### src/rtl/pdse_defs.svh
// pdse_defs.svh: constants of the presence-detect eeprom host controller
// assumes a 200 MHz system clock; included by bare name
`ifndef PDSE_DEFS_SVH
`define PDSE_DEFS_SVH
`define PDSE_CLK_NS       5
`define PDSE_CYC_UP(ns)   (((ns) + `PDSE_CLK_NS - 1) / `PDSE_CLK_NS)
`define PDSE_T_LOW_NS     1300
`define PDSE_T_HIGH_NS    600
`define PDSE_T_SU_STA_NS  600
`define PDSE_T_HD_STA_NS  600
`define PDSE_T_SU_STO_NS  600
`define PDSE_T_BUF_NS     1300
`define PDSE_T_DH_NS      200
`define PDSE_T_WRC_MS     10
`define PDSE_WRC_CYC      (`PDSE_T_WRC_MS * 1000000 / `PDSE_CLK_NS)
`define PDSE_CNT_W        9
`define PDSE_TYPE_MEM     4'ha
`define PDSE_TYPE_PROT    4'h6
`define PDSE_PAGE_MAX     16
`define PDSE_LEN_W        5
`define PDSE_DIR_RD       1'b1
`define PDSE_DIR_WR       1'b0
`define PDSE_BIT_LAST     3'h7
`endif

### src/rtl/pdse_pkg.sv
// pdse_pkg: types shared by the host controller and its bit engine
// assumes nothing beyond a SystemVerilog compiler
package pdse_pkg;
  // bit-level operations asked of the engine
  typedef enum logic [1:0] {
    PDSE_OP_START = 2'b00,
    PDSE_OP_STOP  = 2'b01,
    PDSE_OP_BIT   = 2'b10
  } pdse_op_t;
  // engine phases: low, wait line high, high, trailing
  typedef enum logic [2:0] {
    PDSE_PH_IDLE = 3'b000,
    PDSE_PH_A    = 3'b001,
    PDSE_PH_B    = 3'b010,
    PDSE_PH_C    = 3'b011,
    PDSE_PH_D    = 3'b100
  } pdse_ph_t;
  // user commands
  typedef enum logic [1:0] {
    PDSE_CMD_CUR_RD  = 2'b00,
    PDSE_CMD_RAND_RD = 2'b01,
    PDSE_CMD_WRITE   = 2'b10
  } pdse_cmd_t;
  // byte-level controller states
  typedef enum logic [3:0] {
    PDSE_M_IDLE  = 4'b0000,
    PDSE_M_START = 4'b0001,
    PDSE_M_TXBIT = 4'b0010,
    PDSE_M_TXACK = 4'b0011,
    PDSE_M_RXBIT = 4'b0100,
    PDSE_M_RXACK = 4'b0101,
    PDSE_M_FETCH = 4'b0110,
    PDSE_M_STOP  = 4'b0111,
    PDSE_M_WRC   = 4'b1000
  } pdse_st_t;
  // which byte of the sequence is on the wire
  typedef enum logic [1:0] {
    PDSE_G_DEV  = 2'b00,
    PDSE_G_ADDR = 2'b01,
    PDSE_G_DEV2 = 2'b10,
    PDSE_G_DATA = 2'b11
  } pdse_stg_t;
endpackage : pdse_pkg

### src/rtl/pdse_bit_if.sv
// pdse_bit_if: request and answer between byte controller and bit engine
// assumes both ends run on clk_sys
`timescale 1ns/1ps
interface pdse_bit_if;
  import pdse_pkg::*;
  logic     req;   // one-cycle request, taken when the engine is idle
  pdse_op_t op;    // operation requested
  logic     wbit;  // bit to send, 1 releases sda
  logic     done;  // one-cycle pulse, operation finished
  logic     rbit;  // sda sampled in the high phase
  modport ctl (output req, output op, output wbit,
               input done, input rbit);
  modport eng (input req, input op, input wbit,
               output done, output rbit);
endinterface : pdse_bit_if

### src/rtl/pdse_host_ctrl.sv
// pdse_host_ctrl: two-wire master that reads and writes the module's
// presence-detect store, one command at a time
// assumes open-drain scl and sda with pull-ups, and the store strapped
// to the address given with each command
`timescale 1ns/1ps
`include "pdse_defs.svh"
module pdse_host_ctrl
  import pdse_pkg::*;
#(
  parameter int WRC_CYC  = `PDSE_WRC_CYC,  // program cycle wait
  parameter int PAGE_MAX = `PDSE_PAGE_MAX  // bytes per page write
) (
  input  wire logic                   clk_sys,
  input  wire logic                   rst_n,
  input  wire logic                   cmd_valid,
  output logic                        cmd_ready,
  input  wire pdse_cmd_t              cmd_op,
  input  wire logic                   cmd_prot,
  input  wire logic [2:0]             cmd_strap,
  input  wire logic [7:0]             cmd_addr,
  input  wire logic [`PDSE_LEN_W-1:0] cmd_len,
  input  wire logic                   wr_valid,
  output logic                        wr_ready,
  input  wire logic [7:0]             wr_data,
  output logic                        rd_valid,
  output logic [7:0]                  rd_data,
  output logic                        rd_last,
  output logic                        done,
  output logic                        ack_err,
  output logic                        write_control_pin,
  input  wire logic                   scl_i,
  output logic                        scl_o,
  output logic                        scl_oe,
  input  wire logic                   sda_i,
  output logic                        sda_o,
  output logic                        sda_oe
);
  localparam int WRC_W = $clog2(WRC_CYC + 1);
  localparam int LW    = `PDSE_LEN_W;

  // refuse settings the counters cannot hold
  if (WRC_CYC < 1 || PAGE_MAX < 1 || PAGE_MAX > `PDSE_PAGE_MAX) begin
    : g_bad_param
    $error("pdse_host_ctrl: parameter out of range");
  end

  // all controller state
  typedef struct packed {
    pdse_st_t         st;    // byte-level state
    pdse_stg_t        stg;   // byte of the sequence
    pdse_cmd_t        op;    // command in work
    logic             pend;  // bit request outstanding
    logic [2:0]       bitn;  // bit index in byte
    logic [7:0]       sh;    // shift register
    logic [LW-1:0]    left;  // data bytes still to move
    logic [3:0]       dtype; // select type identifier
    logic [2:0]       strap; // strapped address
    logic [7:0]       addr;  // word address
    logic             err;   // last command failed
    logic             done;  // command finished pulse
    logic             rdv;   // read byte pulse
    logic [7:0]       rdd;   // read byte
    logic             rdl;   // read byte is last
    logic             wctl_n; // write control level, low to write
    logic [WRC_W-1:0] wrc;   // program cycle timer
  } pdse_main_t;

  localparam pdse_main_t M_RST = '{st: PDSE_M_IDLE, stg: PDSE_G_DEV,
                                  op: PDSE_CMD_CUR_RD, wctl_n: 1'b1,
                                  default: '0};
  pdse_main_t q, d;
  pdse_bit_if bus ();
  logic       bad_len; // length the command cannot carry
  logic       last;    // current byte is the final one

  // bit engine drives the wires
  pdse_bit_engine u_eng (
    .clk_sys (clk_sys),
    .rst_n   (rst_n),
    .bus     (bus),
    .scl_i   (scl_i),
    .scl_o   (scl_o),
    .scl_oe  (scl_oe),
    .sda_i   (sda_i),
    .sda_o   (sda_o),
    .sda_oe  (sda_oe)
  );

  assign bad_len = (cmd_len == '0) ||
                   (cmd_op == PDSE_CMD_WRITE &&
                    cmd_len > LW'(PAGE_MAX));
  assign last    = (q.left == LW'(1));

  // bit requests follow the state; one outstanding at a time
  always_comb begin
    bus.req  = 1'b0;
    bus.op   = PDSE_OP_BIT;
    bus.wbit = 1'b1;
    unique case (q.st)
      PDSE_M_START: begin
        bus.req = !q.pend;
        bus.op  = PDSE_OP_START;
      end
      PDSE_M_STOP: begin
        bus.req = !q.pend;
        bus.op  = PDSE_OP_STOP;
      end
      PDSE_M_TXBIT: begin
        bus.req  = !q.pend;
        bus.wbit = q.sh[7];
      end
      PDSE_M_TXACK, PDSE_M_RXBIT: begin
        bus.req = !q.pend;
      end
      PDSE_M_RXACK: begin
        bus.req  = !q.pend;
        bus.wbit = last;
      end
      default: bus.req = 1'b0;
    endcase
  end

  // next state of the controller
  always_comb begin
    d      = q;
    d.done = 1'b0;
    d.rdv  = 1'b0;
    if (bus.req) begin
      d.pend = 1'b1;
    end
    if (bus.done) begin
      d.pend = 1'b0;
    end
    unique case (q.st)
      PDSE_M_IDLE: begin
        // take a command; bad lengths fail at once
        if (cmd_valid) begin
          d.err = bad_len;
          if (bad_len) begin
            d.done = 1'b1;
          end else begin
            d.op    = cmd_op;
            d.dtype = cmd_prot ? `PDSE_TYPE_PROT
                               : `PDSE_TYPE_MEM;
            d.strap = cmd_strap;
            d.addr  = cmd_addr;
            d.left  = cmd_len;
            d.stg   = PDSE_G_DEV;
            d.wctl_n = (cmd_op != PDSE_CMD_WRITE);
            d.st    = PDSE_M_START;
          end
        end
      end
      PDSE_M_START: begin
        // load select byte; direction by stage and command
        if (bus.done) begin
          d.sh   = {q.dtype, q.strap,
                    (q.stg == PDSE_G_DEV2 || q.op == PDSE_CMD_CUR_RD)
                    ? `PDSE_DIR_RD : `PDSE_DIR_WR};
          d.bitn = '0;
          d.st   = PDSE_M_TXBIT;
        end
      end
      PDSE_M_TXBIT: begin
        // shift out msb first
        if (bus.done) begin
          d.sh   = {q.sh[6:0], 1'b0};
          d.bitn = q.bitn + 3'h1;
          if (q.bitn == `PDSE_BIT_LAST) begin
            d.st = PDSE_M_TXACK;
          end
        end
      end
      PDSE_M_TXACK: begin
        // slave answer in the ninth clock
        if (bus.done) begin
          d.bitn = '0;
          if (bus.rbit) begin
            // no answer: busy, absent or protected
            d.err = 1'b1;
            d.st  = PDSE_M_STOP;
          end else begin
            unique case (q.stg)
              PDSE_G_DEV: begin
                if (q.op == PDSE_CMD_CUR_RD) begin
                  d.st = PDSE_M_RXBIT;
                end else begin
                  d.stg = PDSE_G_ADDR;
                  d.sh  = q.addr;
                  d.st  = PDSE_M_TXBIT;
                end
              end
              PDSE_G_ADDR: begin
                if (q.op == PDSE_CMD_RAND_RD) begin
                  d.stg = PDSE_G_DEV2;
                  d.st  = PDSE_M_START;
                end else begin
                  d.stg = PDSE_G_DATA;
                  d.st  = PDSE_M_FETCH;
                end
              end
              PDSE_G_DEV2: begin
                d.st = PDSE_M_RXBIT;
              end
              PDSE_G_DATA: begin
                d.left = q.left - LW'(1);
                d.st   = last ? PDSE_M_STOP : PDSE_M_FETCH;
              end
            endcase
          end
        end
      end
      PDSE_M_FETCH: begin
        // wait for the next write byte from the user
        if (wr_valid) begin
          d.sh   = wr_data;
          d.bitn = '0;
          d.st   = PDSE_M_TXBIT;
        end
      end
      PDSE_M_RXBIT: begin
        // shift in msb first
        if (bus.done) begin
          d.sh   = {q.sh[6:0], bus.rbit};
          d.bitn = q.bitn + 3'h1;
          if (q.bitn == `PDSE_BIT_LAST) begin
            d.st = PDSE_M_RXACK;
          end
        end
      end
      PDSE_M_RXACK: begin
        // hand the byte over; nack the last one
        if (bus.done) begin
          d.rdv  = 1'b1;
          d.rdd  = q.sh;
          d.rdl  = last;
          d.left = q.left - LW'(1);
          d.bitn = '0;
          d.st   = last ? PDSE_M_STOP : PDSE_M_RXBIT;
        end
      end
      PDSE_M_STOP: begin
        // end of transfer; a good write starts the program wait
        if (bus.done) begin
          d.done = 1'b1;
          d.wctl_n = 1'b1;
          if (q.op == PDSE_CMD_WRITE && !q.err) begin
            d.wrc = WRC_W'(WRC_CYC - 1);
            d.st  = PDSE_M_WRC;
          end else begin
            d.st = PDSE_M_IDLE;
          end
        end
      end
      PDSE_M_WRC: begin
        // no traffic until the program cycle is over
        d.wrc = q.wrc - WRC_W'(1);
        if (q.wrc == '0) begin
          d.st = PDSE_M_IDLE;
        end
      end
      default: d.st = PDSE_M_IDLE;
    endcase
  end

  // state register
  always_ff @(posedge clk_sys or negedge rst_n) begin
    if (!rst_n) begin
      q <= M_RST;
    end else begin
      q <= d;
    end
  end

  assign cmd_ready         = (q.st == PDSE_M_IDLE);
  assign wr_ready          = (q.st == PDSE_M_FETCH);
  assign rd_valid          = q.rdv;
  assign rd_data           = q.rdd;
  assign rd_last           = q.rdl;
  assign done              = q.done;
  assign ack_err           = q.err;
  assign write_control_pin = q.wctl_n;
endmodule : pdse_host_ctrl

### src/rtl/pdse_bit_engine.sv
// pdse_bit_engine: makes start, stop and single bit frames on the wires
// assumes open-drain pins with pull-ups; scl_i and sda_i are asynchronous
`timescale 1ns/1ps
`include "pdse_defs.svh"
module pdse_bit_engine
  import pdse_pkg::*;
(
  input  wire logic clk_sys,
  input  wire logic rst_n,
  pdse_bit_if.eng   bus,
  input  wire logic scl_i,
  output logic      scl_o,
  output logic      scl_oe,
  input  wire logic sda_i,
  output logic      sda_o,
  output logic      sda_oe
);
  localparam logic [8:0] T_LOW = 9'(`PDSE_CYC_UP(`PDSE_T_LOW_NS));
  localparam logic [8:0] T_HI  = 9'(`PDSE_CYC_UP(`PDSE_T_HIGH_NS));
  localparam logic [8:0] T_SUA = 9'(`PDSE_CYC_UP(`PDSE_T_SU_STA_NS));
  localparam logic [8:0] T_HDA = 9'(`PDSE_CYC_UP(`PDSE_T_HD_STA_NS));
  localparam logic [8:0] T_SUO = 9'(`PDSE_CYC_UP(`PDSE_T_SU_STO_NS));
  localparam logic [8:0] T_BUF = 9'(`PDSE_CYC_UP(`PDSE_T_BUF_NS));
  localparam logic [8:0] T_DH  = 9'(`PDSE_CYC_UP(`PDSE_T_DH_NS));

  // all engine state
  typedef struct packed {
    logic                   scl_m;   // synchroniser first stage
    logic                   scl_s;   // synchronised scl
    logic                   sda_m;   // synchroniser first stage
    logic                   sda_s;   // synchronised sda
    pdse_ph_t               ph;      // phase
    pdse_op_t               op;      // operation in work
    logic                   wbit;    // bit to send
    logic [`PDSE_CNT_W-1:0] cnt;     // phase timer
    logic                   scl_oe;  // pulling scl low
    logic                   sda_oe;  // pulling sda low
    logic                   done;    // finish pulse
    logic                   rbit;    // sampled sda
  } pdse_eng_t;

  localparam pdse_eng_t E_RST = '{ph: PDSE_PH_IDLE, op: PDSE_OP_START,
                                  default: '0};
  pdse_eng_t q, d;

  // next state of the engine
  always_comb begin
    d       = q;
    d.scl_m = scl_i;
    d.scl_s = q.scl_m;
    d.sda_m = sda_i;
    d.sda_s = q.sda_m;
    d.done  = 1'b0;
    unique case (q.ph)
      PDSE_PH_IDLE: begin
        // take a request; scl level is kept as it stands
        if (bus.req) begin
          d.op   = bus.op;
          d.wbit = bus.wbit;
          d.cnt  = '0;
          d.ph   = PDSE_PH_A;
        end
      end
      PDSE_PH_A: begin
        // scl low: sda moves only after a hold time
        d.cnt = q.cnt + 9'h001;
        if (q.cnt == T_DH) begin
          d.sda_oe = (q.op == PDSE_OP_STOP) ||
                     (q.op == PDSE_OP_BIT && !q.wbit);
        end
        if (q.cnt == T_LOW) begin
          d.scl_oe = 1'b0;
          d.ph     = PDSE_PH_B;
        end
      end
      PDSE_PH_B: begin
        // wait for the line to reach high, a slave may stretch
        if (q.scl_s) begin
          d.cnt = '0;
          d.ph  = PDSE_PH_C;
        end
      end
      PDSE_PH_C: begin
        // scl high; sample data at its end
        d.cnt = q.cnt + 9'h001;
        if ((q.op == PDSE_OP_BIT && q.cnt == T_HI) ||
            (q.op == PDSE_OP_START && q.cnt == T_SUA) ||
            (q.op == PDSE_OP_STOP && q.cnt == T_SUO)) begin
          d.rbit = q.sda_s;
          d.cnt  = '0;
          if (q.op == PDSE_OP_BIT) begin
            d.scl_oe = 1'b1;
            d.done   = 1'b1;
            d.ph     = PDSE_PH_IDLE;
          end else begin
            d.sda_oe = (q.op == PDSE_OP_START);
            d.ph     = PDSE_PH_D;
          end
        end
      end
      PDSE_PH_D: begin
        // start hold, or bus free time after stop
        d.cnt = q.cnt + 9'h001;
        if ((q.op == PDSE_OP_START && q.cnt == T_HDA) ||
            (q.op == PDSE_OP_STOP && q.cnt == T_BUF)) begin
          d.scl_oe = (q.op == PDSE_OP_START);
          d.done   = 1'b1;
          d.ph     = PDSE_PH_IDLE;
        end
      end
      default: d.ph = PDSE_PH_IDLE;
    endcase
  end

  // state register
  always_ff @(posedge clk_sys or negedge rst_n) begin
    if (!rst_n) begin
      q <= E_RST;
    end else begin
      q <= d;
    end
  end

  assign scl_o    = 1'b0;
  assign sda_o    = 1'b0;
  assign scl_oe   = q.scl_oe;
  assign sda_oe   = q.sda_oe;
  assign bus.done = q.done;
  assign bus.rbit = q.rbit;
endmodule : pdse_bit_engine

### config.mk
export PLATFORM = sky130hd
export DESIGN_NAME = pdse_host_ctrl
export DESIGN_NICKNAME = d
export VERILOG_FILES = /design/src/rtl/pdse_pkg.sv /design/src/rtl/pdse_bit_if.sv /design/src/rtl/pdse_host_ctrl.sv /design/src/rtl/pdse_bit_engine.sv
export VERILOG_INCLUDE_DIRS = /design/src /design/src/rtl
export SDC_FILE = /design/constraint.sdc
export NUM_CORES = 1
export LEC_CHECK = 0
export ABC_AREA = 0
export ABC_CLOCK_PERIOD_IN_PS = 3920
export BUFFER_PORTS_ARGS = -buffer_cell sky130_fd_sc_hd__buf_2
export CAP_MARGIN = 10
export CORE_MARGIN = 8
export CORE_UTILIZATION = 30
export DETAILED_ROUTE_END_ITERATION = 12
export GPL_TIMING_DRIVEN = 0
export SLEW_MARGIN = 10
export SYNTH_ARGS = -nofsm -noshare
export SYNTH_HDL_FRONTEND = slang
export SYNTH_HIERARCHICAL = 1
export SYNTH_SLANG_ARGS = --single-unit
### constraint.sdc
create_clock -name clk_sys -period 3.92 [get_ports clk_sys]
set_input_delay 0.588 -clock clk_sys [delete_from_list [all_inputs] [get_ports clk_sys]]
set_output_delay 0.588 -clock clk_sys [all_outputs]
set_load 0.03 [all_outputs]
# --- Yosys cells after proc, flatten, opt, wreduce, memory -nomap -nowiden ---
# Index checks and enable logic that the tools add are counted.
op_classes:
  n_mux: 81
  bitwise_logic: 1
  order_cmp: 1
  addsub: 4
  n_reduce_logical: 51
  eq_ne: 54
op_table:
  columns: ["cell", "n"]
  rows:
  - ["2-to-1 mux 4 bit", 12]
  - ["2-to-1 mux 11 bit", 4]
  - ["2-to-1 mux 22 bit", 2]
  - ["one-hot mux 21 bit (2 select lines)", 1]
  - ["one-hot mux 8 bit (5 select lines)", 1]
  - ["one-hot mux 4 bit (9 select lines)", 1]
  - ["one-hot mux 9 bit (4 select lines)", 1]
  - ["2-to-1 mux 8 bit", 4]
  - ["inequality test 2 x 1 -> 1 bit, second input constant", 15]
  - ["2-to-1 mux 13 bit", 2]
  - ["inequality test 2 bit, second input constant", 12]
  - ["zero test 21 bit", 1]
  - ["2-to-1 mux 21 bit", 1]
  - ["2-to-1 mux 3 bit", 7]
  - ["AND reduction 7 bit", 3]
  - ["subtractor 21 x 1 -> 21 bit, second input constant", 1]
  - ["2-to-1 mux 10 bit", 2]
  - ["2-to-1 mux 20 bit", 1]
  - ["2-to-1 mux 1 bit", 18]
  - ["one-hot mux 3 bit (6 select lines)", 1]
  - ["== test 4 x 3 -> 1 bit, second input constant", 4]
  - ["2-to-1 mux 16 bit", 1]
  - ["one-hot mux 4 bit (4 select lines)", 1]
  - ["2-to-1 mux 15 bit", 1]
  - ["other kinds (48)", 95]
word_totals:
  ff_bits: 97
  output_inout_bits: 19

# --- Depth between registers and ports, before layout ---
depth:
  ltp_word: 6
  ltp_mapped: 9

# --- Cells and area by module ---
# The synthesis kept the hierarchy.
modules_own_cells:
  columns: ["module", "cells_each", "instances", "seq_area_each_um2", "area_per_inst_um2"]
  rows:
  - ["pdse_host_ctrl", 405, 1, 1828.0, 4071.4]
  - ["pdse_bit_engine", 133, 1, 575.6, 1308.8]

# --- Least setup slack after synthesis ---
# OpenSTA, ideal clock, no wires.
synth_path:
  path_type: "in2reg"
  from: "input port cmd_len[0]"
  to: "register q[50] (netlist name)"
  path_buffers: 0
  arrival_time_ns: 2.242
  slack_ns: 1.554
  path_stages: 5
  cell_sequence: "or4_1 > mux2_2 > a21oi_1 > or2_2 > mux2_2"
synth_rtl:
  columns: ["item", "line", "rtl"]
  rows:
  - ["from (decl)", "pdse_host_ctrl.sv:21", "input wire logic [`PDSE_LEN_W-1:0] cmd_len,"]

==> metrics.yaml <==
run_status: "complete, no violations"
cts-resized-gates: 0
wire_per_inst_um: 15.4
drt_drc_violations_left: 0
placed_cell_area_um2: 5950
via_per_inst: 5.20
port_buffers: 49
gp_routability_congestion: 0.808
num_vias: 4334
syn_to_final_growth_pct: 16.3
ctsLongestPathBuffers: 2
die_wd_um: 150
post_cts.repair.setup_buffers: 0
hpwl_after_detailed_placement_um: 9310
kind_of_critical_path: "flop to flop"
ys_ff_latch: 96
cts_root_buf: "sky130_fd_sc_hd__clkbuf_16"
clk_latency_ns: 0.35
worst-endpoint-arrival_ns: 3.34
floorplan.die_area_um2: 22500
detail_route.first_pass.iterations: 5
num_antenna_cells: 0
number_of_distinct_library_cells_after_synthesis: 79
stdcell_area_um2: 6250
clk_pin_slew_ns: 0.07
layout_min_cycle_time_ns: 3.11
grt_overflow_total: 0
synthArstFlopShare_pct: 100
max_slew_margin_pct: 42.2
worst_clock_skew_ns: 0.00882
i_o_pins: 52
die_height_um: 150
synth.most_common_cell: "sky130_fd_sc_hd__dfrtp_1"
synth_commonest_cells: "sky130_fd_sc_hd__dfrtp_1, sky130_fd_sc_hd__nor2_1, sky130_fd_sc_hd__a21oi_1, sky130_fd_sc_hd__mux2_2, sky130_fd_sc_hd__nand2_1"
timing.final.hold_violations: 0
synth_largest_type_area_fraction_pct: 44.2
drv_cap: 0
tritoncts.num_buffers: 9
synth_sequential_area_ratio_pct: 44.7
synth-edff-count: 0
final-max-slew-violation-count: 0
grt_max_degree: 56
worst_r2r_path_depth: 9
std_cell_rows: 49
hold_buffers: 0
layout-drive-gt1-share_pct: 23.8
path_max_fanout: 10
cts_num_sinks: 96
period_utilization_post_route_pct: 79.3
netlist_instances: 538
max_clock_freq_ghz: 0.322
worst_slew_pin_slew_ns: 0.867
critical_path.startpoint_type: "flop"
finalSetupViolCount: 0
synth_top_area_cell: "sky130_fd_sc_hd__dfrtp_1"
globalRouteTotalUtil_pct: 12.0
detail_route.wirelength_um: 12800
static-leakage-power_nw: 2.79
grt_antenna_before_repair: 0
core_region_area_um2: 17800
final_nets: 641
rsz0062_at_grt: "no"
cts_htree_levels: 3
fin_tns_setup_ns: 0
post_synthesis_mean_instance_area_um2: 10.0
synthesis.area_um2: 5380
min_path_type: "input port to asynchronous set/reset pin"
vias_in_the_first_global_route: 4213
fillerInstances: 1855
start_util_pct: 30.3
power_per_cell_area_nw_per_um2: 695
first_pass_grt_wire_length_um: 22000
ys_warn_count: 6
tritoncts: "done"
yosys-top-cells-area: "sky130_fd_sc_hd__dfrtp_1, sky130_fd_sc_hd__mux2_2, sky130_fd_sc_hd__a21oi_1"
ir_worst_vdd_v: 0.000274
top_ff_cell_synth: "sky130_fd_sc_hd__dfrtp_1"
worst_setup_path_end_kind: "flop"
wp_data_required_ns: 4.15
first_iter_violations: 297
detail-route-antenna-nets: 0
[area by class of cell]
cell class              instances  area [um^2]  share of cell area (%)
plain buffers                  38          211                    3.38
clock buffers                  13          240                    3.84
clock inverters                 3         68.8                    1.10
inverters                      15         56.3                   0.900
multi-input cells             390         2710                    43.4
flip-flops and latches         96         2400                    38.4
well taps                     229          287                    4.58
repair buffers                 50          275                    4.40
[stage by stage]
step / power (mW) / cells / util (%) / worst slack [ns] / hold slack, ns
global placement: 3.39 / 817 / 33.3 / 0.879 / 0.338
detailed placement: 3.43 / 818 / 33.4 / 0.813 / 0.339
floorplan: 2.93 / 539 / - / 1.55 / 0.292
finish: 4.35 / 834 / 35.2 / 0.810 / 0.223
global route: 4.69 / 834 / 35.2 / 0.438 / 0.259
CTS: 4.38 / 834 / 35.2 / 0.794 / 0.238
[worst max-delay path: stages (launching register included)]
cell                      delay, ns
sky130_fd_sc_hd__dfrtp_1       0.40
sky130_fd_sc_hd__buf_2         0.25
sky130_fd_sc_hd__buf_2         0.25
sky130_fd_sc_hd__buf_1         0.44
sky130_fd_sc_hd__nor2_1        0.13
sky130_fd_sc_hd__nor3_1        0.33
sky130_fd_sc_hd__mux2i_1       0.13
sky130_fd_sc_hd__o22ai_1       0.62
sky130_fd_sc_hd__o21ai_0       0.21
sky130_fd_sc_hd__a22o_1        0.22
[layout by cell type, fill, tap and decap left out, types with 6 or more instances in the layout]
cell type / synthesis / routed
sky130_fd_sc_hd__dfrtp_1: 95 / 95
sky130_fd_sc_hd__or4_1: 8 / 8
sky130_fd_sc_hd__a21oi_1: 38 / 38
sky130_fd_sc_hd__nor3_1: 14 / 14
sky130_fd_sc_hd__buf_4: 10 / 11
sky130_fd_sc_hd__nand2_1: 35 / 35
sky130_fd_sc_hd__inv_1: 15 / 15
sky130_fd_sc_hd__clkbuf_1: 16 / 20
sky130_fd_sc_hd__or3_1: 6 / 6
sky130_fd_sc_hd__a31oi_1: 8 / 8
sky130_fd_sc_hd__buf_2: 7 / 55
sky130_fd_sc_hd__nor2_1: 41 / 41
sky130_fd_sc_hd__nand3_1: 15 / 15
sky130_fd_sc_hd__clkbuf_16: 0 / 9
sky130_fd_sc_hd__o31ai_1: 19 / 19
sky130_fd_sc_hd__nand4b_1: 8 / 8
sky130_fd_sc_hd__o21ai_0: 27 / 27
sky130_fd_sc_hd__mux2_2: 35 / 35
sky130_fd_sc_hd__ha_1: 8 / 8
sky130_fd_sc_hd__nand2b_1: 11 / 11
[flip-flops by register name (all words and copies together), names as in the netlist]
name / flops
q: 60
u_eng/d: 2
u_eng/q: 17
u_eng/scl_oe: 1
u_eng/bus.rbit: 1
rd_data: 8
write_control_pin: 1
ack_err: 1
rd_last: 1
done: 1
rd_valid: 1
u_eng/sda_oe: 1
u_eng/bus.done: 1
[power breakdown]
part / switching (mW) / leakage [nW] / internal (mW)
combinational: 1.12 / 1.40 / 0.764
sequential: 0.256 / 1.24 / 1.28
clock: 0.371 / 0.148 / 0.562
total: 1.74 / 2.79 / 2.61
[kinds of logic after synthesis]
| kind of cell | Yosys count | share of synthesized area [%] |
|---|---|---|
| buf+inv | 53 | 4.98 |
| xor+xnor | 7 | 1.14 |
| fa+ha+maj | 8 | 1.86 |
| compound gates | 134 | 16.5 |
| other cells | 1 | 0.0697 |
| flops | 96 | 44.7 |
| simple gates | 198 | 22.3 |
| mux | 41 | 8.47 |
[per-layer routing]
layer  vias to the layer above  part of all wire (%)  GRT usage, %
met2                        81                    46          18.5
met3                         7                   4.2          3.18
met1                      2130                    49          16.4
met4                         0                  0.77          3.00
li1                       2116                     -             -
met5                         -                     0             0
[worst paths after layout]
check	endpoint	slack, ns	startpoint
worst max-delay path	u_eng/q[9]	0.81	q[70]
worst min-delay path	q[44]	0.22	rst_n
max in group asynchronous	u_eng/q[10]	3.03	rst_n
worst max register to register	u_eng/q[9]	0.81	q[70]
worst min register to register	u_eng/q[19]	0.35	u_eng/d[19]
min in group clk_sys	u_eng/d[19]	0.35	sda_i
Note: power is estimated with default switching activity, not from simulation.
